<file path="config.mk">
export PLATFORM = sky130hd
export DESIGN_NAME = drive_word_ctrl
export DESIGN_NICKNAME = d
export VERILOG_FILES = /design/src/shared/drive_ctrl_pkg.sv /design/src/rtl/drive_word_ctrl.sv
export VERILOG_INCLUDE_DIRS = /design/src /design/src/shared
export SDC_FILE = /design/constraint.sdc
export NUM_CORES = 1
export LEC_CHECK = 0
export ABC_AREA = 1
export BUFFER_PORTS_ARGS = -buffer_cell sky130_fd_sc_hd__buf_2
export CAP_MARGIN = 20
export CORE_ASPECT_RATIO = 1.2
export CORE_MARGIN = 8
export CORE_UTILIZATION = 56
export CTS_BUF_LIST = sky130_fd_sc_hd__clkbuf_4 sky130_fd_sc_hd__clkbuf_8
export CTS_CLUSTER_SIZE = 30
export DETAILED_ROUTE_END_ITERATION = 16
export GPL_ROUTABILITY_DRIVEN = 0
export PLACE_DENSITY = 0.89
export SYNTH_ARGS = -nofsm -noshare
export SYNTH_HDL_FRONTEND = slang
export SYNTH_SLANG_ARGS = --single-unit
</file>
<file path="constraint.sdc">
create_clock -name i_clk -period 3.4 [get_ports i_clk]
set_input_delay 0 -clock i_clk [delete_from_list [all_inputs] [get_ports i_clk]]
set_output_delay 0 -clock i_clk [all_outputs]
set_load 0.02 [all_outputs]
</file>
<file path="src/shared/drive_ctrl_params.svh">
// constants for the drive command/status word block: register addresses,
// bit positions, function codes and reset values.
// assumes it is included by bare name wherever these are needed.
`ifndef DRIVE_CTRL_PARAMS_SVH
`define DRIVE_CTRL_PARAMS_SVH

// ==========================================================
// holding register addresses (decimal 50000/50010/50200/50210)
`define ADDR_CMD_WORD     16'hC350
`define ADDR_BUS_REF      16'hC35A
`define ADDR_STATUS_WORD  16'hC418
`define ADDR_ACTUAL_VAL   16'hC422

// ==========================================================
// function codes
`define FC_READ_HOLDING   8'h03
`define FC_WRITE_SINGLE   8'h06
`define FC_WRITE_MULTI    8'h10

// ==========================================================
// command word bit positions
`define CB_PRESET_LO      0
`define CB_PRESET_HI      1
`define CB_DC_BRAKE_N     2
`define CB_COAST_N        3
`define CB_QSTOP_N        4
`define CB_FREEZE_N       5
`define CB_RAMPSTOP_N     6
`define CB_TRIP_RESET     7
`define CB_JOG            8
`define CB_RAMP_SEL       9
`define CB_DATA_VALID     10
`define CB_RELAY1         11
`define CB_RELAY4         12
`define CB_SETUP_LO       13
`define CB_SETUP_HI       14
`define CB_REVERSE        15

// ==========================================================
// status word bit positions
`define SB_CTRL_READY     0
`define SB_DRIVE_READY    1
`define SB_ENABLE         2
`define SB_TRIP           3
`define SB_ERROR          4
`define SB_UNUSED         5
`define SB_TRIPLOCK       6
`define SB_WARNING        7
`define SB_ON_REF         8
`define SB_BUS_CTRL       9
`define SB_FREQ_OK        10
`define SB_IN_OP          11
`define SB_AUTOSTART      12
`define SB_VOLT           13
`define SB_TORQUE         14
`define SB_TIMER          15

// ==========================================================
// reset values and scaling
`define CMD_WORD_RST      16'h0000
`define BUS_REF_RST       16'h0000
`define REF_FULL_SCALE    16'h4000
`define MAX_READ_REGS     10

`endif

</file>
<file path="src/shared/drive_ctrl_pkg.sv">
// types for the drive command/status word block.
// assumes drive_ctrl_params.svh holds the numeric constants.
package drive_ctrl_pkg;

  // ==========================================================
  // reversing source selection
  typedef enum logic [1:0] {
    REV_DIGITAL   = 2'b00,
    REV_SERIAL    = 2'b01,
    REV_LOGIC_OR  = 2'b10,
    REV_LOGIC_AND = 2'b11
  } rev_src_t;

  // decoded drive actions
  typedef struct packed {
    logic [1:0] preset_sel;
    logic       dc_brake;
    logic       coast;
    logic       quick_stop;
    logic       freeze;
    logic       freeze_up;
    logic       freeze_dn;
    logic       ramp_stop;
    logic       run_enable;
    logic       jog;
    logic       ramp2;
    logic       relay1;
    logic       relay4;
    logic [1:0] setup_sel;
    logic       setup_load;
    logic       reverse;
    logic       ref_over_scale;
  } drive_cmd_t;

  // conditions reported by the drive core
  typedef struct packed {
    logic ctrl_ready;
    logic drive_ready;
    logic enabled;
    logic trip;
    logic error;
    logic triplock;
    logic warning;
    logic on_ref;
    logic bus_ctrl_ok;
    logic at_low_limit;
    logic at_high_limit;
    logic freq_nonzero;
    logic overtemp_hold;
    logic dc_volt_bad;
    logic torque_limit;
    logic thermal_over;
  } drive_cond_t;

  // configuration and digital input state
  typedef struct packed {
    logic     relay1_follow;
    logic     relay4_follow;
    logic     multi_setup;
    rev_src_t rev_src;
    logic     di_speed_up;
    logic     di_slow_down;
  } drive_cfg_t;

  // whole block state
  typedef struct packed {
    logic [15:0] cw;
    logic [15:0] bus_ref;
    logic [15:0] act_val;
    logic [15:0] drive_status_word;
    logic [15:0] rdata;
    logic        ack;
    logic        err;
    logic        trip_clear;
    drive_cmd_t  drv;
  } drive_state_t;

endpackage

</file>
<file path="src/rtl/drive_word_ctrl.sv">
// drive command word decoder and status word assembler behind the
// holding register access port.
// assumes the protocol layer hands over one decoded request per cycle
// with its function code, and that all inputs are clk-synchronous.
`timescale 1ns/1ns
`default_nettype none
`include "drive_ctrl_params.svh"

module drive_word_ctrl #(
  parameter int DATA_W    = 16,
  parameter int MAX_READS = `MAX_READ_REGS
) (
  input  wire logic                      i_clk,
  input  wire logic                      i_rst_n,
  input  wire logic                      i_hr_wr,
  input  wire logic                      i_hr_rd,
  input  wire logic [7:0]                i_hr_func,
  input  wire logic [15:0]               i_hr_addr,
  input  wire logic [7:0]                i_hr_count,
  input  wire logic [15:0]               i_hr_wdata,
  input  wire drive_ctrl_pkg::drive_cond_t i_cond,
  input  wire drive_ctrl_pkg::drive_cfg_t  i_cfg,
  input  wire logic                      i_link_lost,
  input  wire logic                      i_comm_fault,
  input  wire logic [15:0]               i_actual_value,
  output logic [15:0]                    o_hr_rdata,
  output logic                           o_hr_ack,
  output logic                           o_hr_err,
  output logic [15:0]                    o_cmd_word,
  output logic [15:0]                    o_bus_ref,
  output logic [15:0]                    o_status_word,
  output logic                           o_trip_clear,
  output drive_ctrl_pkg::drive_cmd_t     o_drive
);

  // ==========================================================
  // elaboration checks
  if (DATA_W != 16) begin : g_bad_width
    $error("drive_word_ctrl: word width must be 16");
  end
  if (MAX_READS < 1 || MAX_READS > 255) begin : g_bad_reads
    $error("drive_word_ctrl: read length limit out of range");
  end

  // ==========================================================
  // state
  drive_ctrl_pkg::drive_state_t s_r;
  drive_ctrl_pkg::drive_state_t s_nxt;
  drive_ctrl_pkg::drive_cmd_t   drv_c;
  logic [15:0]                  stw_c;
  logic [15:0]                  cw;
  logic                         hit_cmd;
  logic                         hit_ref;
  logic                         hit_stw;
  logic                         hit_act;
  logic                         wr_single;
  logic                         rd_ok;
  logic                         cmd_take;

  // address and function decode
  assign hit_cmd   = (i_hr_addr == `ADDR_CMD_WORD);
  assign hit_ref   = (i_hr_addr == `ADDR_BUS_REF);
  assign hit_stw   = (i_hr_addr == `ADDR_STATUS_WORD);
  assign hit_act   = (i_hr_addr == `ADDR_ACTUAL_VAL);
  assign wr_single = (i_hr_func == `FC_WRITE_SINGLE);
  // reads need function 03 and a length of 1..limit
  assign rd_ok     = (i_hr_func == `FC_READ_HOLDING)
                   && (i_hr_count != 8'h00)
                   && (i_hr_count <= 8'(MAX_READS));
  // a data-invalid word is acknowledged but never taken
  assign cmd_take  = i_hr_wr && wr_single && hit_cmd
                   && i_hr_wdata[`CB_DATA_VALID];

  // ==========================================================
  // command decode from the held command word
  assign cw = s_r.cw;
  always_comb begin
    drv_c            = '0;
    drv_c.preset_sel = {cw[`CB_PRESET_HI], cw[`CB_PRESET_LO]};
    drv_c.dc_brake   = ~cw[`CB_DC_BRAKE_N];
    drv_c.coast      = ~cw[`CB_COAST_N];
    drv_c.freeze     = ~cw[`CB_FREEZE_N];
    drv_c.freeze_up  = drv_c.freeze & i_cfg.di_speed_up;
    drv_c.freeze_dn  = drv_c.freeze & i_cfg.di_slow_down;
    // frozen output masks the ramped stops; coast/brake still act
    drv_c.quick_stop = ~cw[`CB_QSTOP_N] & ~drv_c.freeze;
    drv_c.ramp_stop  = ~cw[`CB_RAMPSTOP_N] & ~drv_c.freeze;
    // start needs every stop bit released
    drv_c.run_enable = cw[`CB_DC_BRAKE_N] & cw[`CB_COAST_N]
                     & cw[`CB_QSTOP_N] & cw[`CB_RAMPSTOP_N];
    drv_c.jog        = cw[`CB_JOG];
    drv_c.ramp2      = cw[`CB_RAMP_SEL];
    drv_c.relay1     = cw[`CB_RELAY1] & i_cfg.relay1_follow;
    drv_c.relay4     = cw[`CB_RELAY4] & i_cfg.relay4_follow;
    drv_c.setup_load = i_cfg.multi_setup;
    drv_c.setup_sel  = i_cfg.multi_setup
                     ? {cw[`CB_SETUP_HI], cw[`CB_SETUP_LO]}
                     : 2'b00;
    drv_c.reverse    = cw[`CB_REVERSE]
                     & (i_cfg.rev_src != drive_ctrl_pkg::REV_DIGITAL);
    // signed compare: negative references never count as over scale
    drv_c.ref_over_scale = $signed(s_r.bus_ref)
                         > $signed(`REF_FULL_SCALE);
  end

  // ==========================================================
  // status word assembly
  always_comb begin
    stw_c                 = '0;
    stw_c[`SB_CTRL_READY] = i_cond.ctrl_ready;
    stw_c[`SB_DRIVE_READY]= i_cond.drive_ready;
    stw_c[`SB_ENABLE]     = i_cond.enabled;
    stw_c[`SB_TRIP]       = i_cond.trip;
    stw_c[`SB_ERROR]      = i_cond.error;
    stw_c[`SB_UNUSED]     = 1'b0;
    stw_c[`SB_TRIPLOCK]   = i_cond.triplock;
    stw_c[`SB_WARNING]    = i_cond.warning;
    stw_c[`SB_ON_REF]     = i_cond.on_ref;
    stw_c[`SB_BUS_CTRL]   = i_cond.bus_ctrl_ok;
    stw_c[`SB_FREQ_OK]    = ~i_cond.at_low_limit
                          & ~i_cond.at_high_limit;
    stw_c[`SB_IN_OP]      = s_r.drv.run_enable
                          | i_cond.freq_nonzero;
    stw_c[`SB_AUTOSTART]  = i_cond.overtemp_hold;
    stw_c[`SB_VOLT]       = i_cond.dc_volt_bad;
    stw_c[`SB_TORQUE]     = i_cond.torque_limit;
    stw_c[`SB_TIMER]      = i_cond.thermal_over;
  end

  // ==========================================================
  // next state: register access and refresh
  always_comb begin
    s_nxt            = s_r;
    s_nxt.ack        = 1'b0;
    s_nxt.err        = 1'b0;
    s_nxt.trip_clear = 1'b0;
    s_nxt.drv        = drv_c;
    s_nxt.act_val    = i_actual_value;
    // link loss blanks the whole word, not only the fault bits
    s_nxt.drive_status_word        = (i_link_lost | i_comm_fault) ? 16'h0000
                                                    : stw_c;
    if (i_hr_wr) begin
      // write wins over a read presented in the same cycle
      s_nxt.ack = 1'b1;
      if (wr_single && hit_cmd) begin
        if (cmd_take) begin
          s_nxt.cw         = i_hr_wdata;
          // only a 0-to-1 step between taken words resets a trip
          s_nxt.trip_clear = i_hr_wdata[`CB_TRIP_RESET]
                           & ~s_r.cw[`CB_TRIP_RESET];
        end
      end else if (wr_single && hit_ref) begin
        s_nxt.bus_ref = i_hr_wdata;
      end else begin
        s_nxt.err = 1'b1;
      end
    end else if (i_hr_rd) begin
      s_nxt.ack   = 1'b1;
      s_nxt.rdata = 16'h0000;
      if (!rd_ok) begin
        s_nxt.err = 1'b1;
      end else if (hit_cmd) begin
        s_nxt.rdata = s_r.cw;
      end else if (hit_ref) begin
        s_nxt.rdata = s_r.bus_ref;
      end else if (hit_stw) begin
        s_nxt.rdata = s_r.drive_status_word;
      end else if (hit_act) begin
        s_nxt.rdata = s_r.act_val;
      end else begin
        s_nxt.err = 1'b1;
      end
    end
  end

  // state register
  always_ff @(posedge i_clk) begin
    if (!i_rst_n) begin
      s_r         <= '0;
      s_r.cw      <= `CMD_WORD_RST;
      s_r.bus_ref <= `BUS_REF_RST;
    end else begin
      s_r <= s_nxt;
    end
  end

  // outputs straight from the state register
  assign o_hr_rdata    = s_r.rdata;
  assign o_hr_ack      = s_r.ack;
  assign o_hr_err      = s_r.err;
  assign o_cmd_word    = s_r.cw;
  assign o_bus_ref     = s_r.bus_ref;
  assign o_status_word = s_r.drive_status_word;
  assign o_trip_clear  = s_r.trip_clear;
  assign o_drive       = s_r.drv;
endmodule
`default_nettype wire

</file>
==> metrics.md <==
| Metric | Value |
|---|---|
| Warnings, synthesis | `0` |
| Clock transition at the registers of the reported paths | `approximately 90 ps` |
| Launch point of the worst hold path | `i_hr_wr` |
| Sequential cell area | `2020 µm²` |
| Total DRC errors in the routed layout | `0` |
| Syn_area_per_cell | `roughly 7 µm²` |
| Run status | `completed` |
| Number of global-route vias before repair | `between 4000 and 5000` |
| Cell Rows | `38` |
| Worst R2R Setup Slack | `around 2300 ps` |
| IR Drop Worst-Case VDD | `between 0.2 and 0.25 mV` |
| IO Port Bufs | `between 150 and 200` |
| DR iter-0 viols | `approximately 430` |
| Worst hold slack after final layout | `~16 ps` |
| Count of final hold-check violations | `0` |
| HPWL reported at the end of detailed placement | `between 10 and 15 mm` |
| Nets@finish | `roughly 940` |
| Fill cells | `around 740` |
| Largest stage delay on the critical path | `540 ps` |
| Type of element launching the critical path | `input port` |
| Reg2Reg Depth | `6` |
| Post-synth design cell area | `5080 µm²` |
| Wire length of the first global-routing pass | `about 23 mm` |
| Placeable core region | `8940 µm²` |
| Relative max-transition margin | `52.4%` |
| Class of the most critical setup path | `in -> reg` |
| Instance count along the most critical hold path | `3` |
| Via/cell ratio | `~5.0` |
| CTS buffer count | `9` |
| Fmax | `~560 MHz` |
| Clock period minus worst slack | `about 1800 ps` |
| Number of maximum-capacitance violations | `0` |
| Fraction of layout cells with a size suffix above 1 | `28.2%` |
| Final ANT Viol Nets | `0` |
| CP cell instances | `dlygate4sd3_1, buf_2, inv_1, nor2_2, inv_2, nor2_1, nand2_1, nor2_1, nand2_1, a21oi_1` |
| Count of cells resized by post-cts repair | `0` |
| Wire length per cell | `15.2 µm` |
| H-tree level count | `3` |
| Synth-to-Final Area Change | `20.9%` |
| Flip-flop and latch count after synthesis | `between 100 and 150` |
| Total Negative Setup Slacks | `0 ps` |
| Total length of routed wires | `~15 mm` |
| Total global routing track utilization | `23.4%` |
| Worst clock skew | `11.9 ps` |
| Register area share after synthesis | `roughly 40%` |
| Number of I/O pins | `between 150 and 200` |
| Number of iterations in the first detailed-routing pass | `6` |
| Hold Path Sink | `o_hr_ack` |
| Total gr overflow | `0` |
| Largest net degree at the start of global routing | `between 40 and 50` |
| Terminus of the critical flop-to-flop path | `o_hr_rdata[13]` |
| Worst-path cell with the longest stage delay | `sky130_fd_sc_hd__dlygate4sd3_1` |
| Number of buffers on the longest clock path | `2` |
| Worst min-delay path category | `in -> reg` |
| Multi-input logic area | `between 2000 and 2500 µm²` |
| Die W | `slightly above 100 µm` |
| Crit path required time | `3700 ps` |
| Effective utilization at floorplan | `between 50% and 60%` |
| Data arrival time at the worst-slack endpoint | `about 2100 ps` |
| Vertical extent of the die | `120 µm` |
| Total clock sinks | `roughly 100` |
| Pins Over Slew Limit | `0` |
| Net count of the mapped netlist | `around 810` |
| Part of the cycle the worst path needs | `between 50% and 60%` |
| Buffer cell driving the clock tree root | `sky130_fd_sc_hd__clkbuf_8` |
| Die area | `between 10000 and 15000 µm²` |
| Via Count | `roughly 4800` |
| Clock latency on the worst-skew pair | `between 300 and 400 ps` |
| Unrepaired setup endpoints after global routing | `no` |
| Pwr dens | `about 360 nW/µm²` |
| Least-Margin Pin Slew | `slightly above 700 ps` |
| Largest fanout on the critical path | `19` |
| CTS tree | `built` |
| Distinct cell type count of the synthesized netlist | `33` |
| Setup-failing EPs final | `0` |
| Reg-to-reg critical path startpoint | `o_cmd_word[13]` |
| Category of the worst setup path capture point | `register` |
| Number of antenna violations at the first check in global routing | `1` |
| Instance count of the mapped netlist | `712` |
| Leak Pwr | `between 3 and 4 nW` |
logic make-up (layout without fill, tap and decap cells):
logic type             after synthesis  count (layout)  share of synthesized area, %
flip-flops                         101             101                          39.8
buffers and inverters              187             329                          20.8
other                                1               2                        0.0739
AO/OA/AOI/OAI                       40              40                          4.07
AND/OR/NAND/NOR                    383             383                          35.3
critical path, delay by kind of cell:
| kind | cells | cell delay, ps |
|---|---|---|
| buffers and inverters | 4 | 890 |
| AND/OR/NAND/NOR | 5 | 1090 |
| AO/OA/AOI/OAI | 1 | 110 |
metrics by stage:
| stage | utilization, % | cell area [µm²] | cells | setup slack (ps) | total power (W) |
|---|---|---|---|---|---|
| finish | 68.6 | 6130 | 975 | 1600 | 0.00218 |
| global route | 68.6 | 6130 | 975 | 1380 | 0.00226 |
| CTS | 68.6 | 6130 | 974 | 1630 | 0.00219 |
| detailed placement | 60.1 | 5370 | 903 | 1570 | 0.00139 |
| global placement | 60.1 | 5370 | 903 | 1620 | 0.00139 |
| floorplan | - | 5080 | 712 | 2210 | 0.00132 |
layer usage:
layer / global-route usage, % / routed length, µm / up-vias
met4: 11.6 / 532 / 0
met1: 27.8 / 5680 / 2162
met5: 0 / 0 / -
li1: - / - / 2381
met2: 38.9 / 7180 / 259
met3: 4.83 / 1400 / 43
cells in the final DEF (no fill, tap or decap), drive strengths merged:
master / instances
inv: 77
bufinv: 1
diode: 1
a21oi: 19
dfxtp: 101
or2: 10
nand2: 150
nor3: 37
o21ai: 19
a41oi: 1
clkinvlp: 3
buf: 178
nand4: 3
nor4: 3
nor2: 136
o211ai: 1
conb: 1
nand3: 44
clkbuf: 10
dlygate4sd3: 56
clkinv: 4
cell type report:
type | instances | area share (%)
Inverter | 80 | 5.00
Clock buffer | 10 | 2.24
Sequential cell | 101 | 33.0
Antenna cell | 1 | 0.0408
Timing Repair Buffer | 234 | 23.7
Multi-Input combinational cell | 424 | 32.6
Clock inverter | 5 | 0.999
Tap cell | 120 | 2.45
synth_stat cells, drive strengths merged:
cell,number,area share [%]
nor3,37,4.6
or2,10,1.2
a21oi,19,1.9
o211ai,1,0.15
clkbuf,11,0.81
conb,1,0.074
o21ai,19,1.9
a41oi,1,0.17
nand2,150,12
clkinv,3,0.34
nand3,44,4.4
nor4,3,0.37
nor2,136,12
nand4,3,0.67
dfxtp,101,40
buf,96,14
inv,77,5.7
power breakdown:
group	switching, W	internal [W]	leakage [nW]
combinational	0.000107	0.000103	2.39
clock	0.000407	0.000357	0.0906
sequential	0.00000815	0.00120	0.822
flip-flops by register name (all words and copies together), names as in the netlist:
signal,count
o_hr_ack,1
o_drive,19
o_status_word,15
o_trip_clear,1
o_cmd_word,16
s_r,16
o_hr_rdata,16
o_bus_ref,16
o_hr_err,1
how the worst max path moves through the flow:
stage,from,to,cells after the start
6_report,i_hr_rd,o_hr_rdata[2],10
5_1_grt,i_hr_rd,o_hr_rdata[4],10
4_1_cts,i_hr_rd,o_hr_rdata[3],10
3_5_place_dp,i_hr_addr[1],o_trip_clear,10
3_3_place_gp,i_hr_addr[1],o_trip_clear,10
2_1_floorplan,i_hr_addr[13],o_hr_rdata[14],10
repair_timing:
item                                    CTS  global route
endpoints found under the hold margin    72             0
buffers inserted                          0             0
endpoints found under the setup margin    0             0
hold buffers                             56             0
Power figures use the tool's default switching activity.
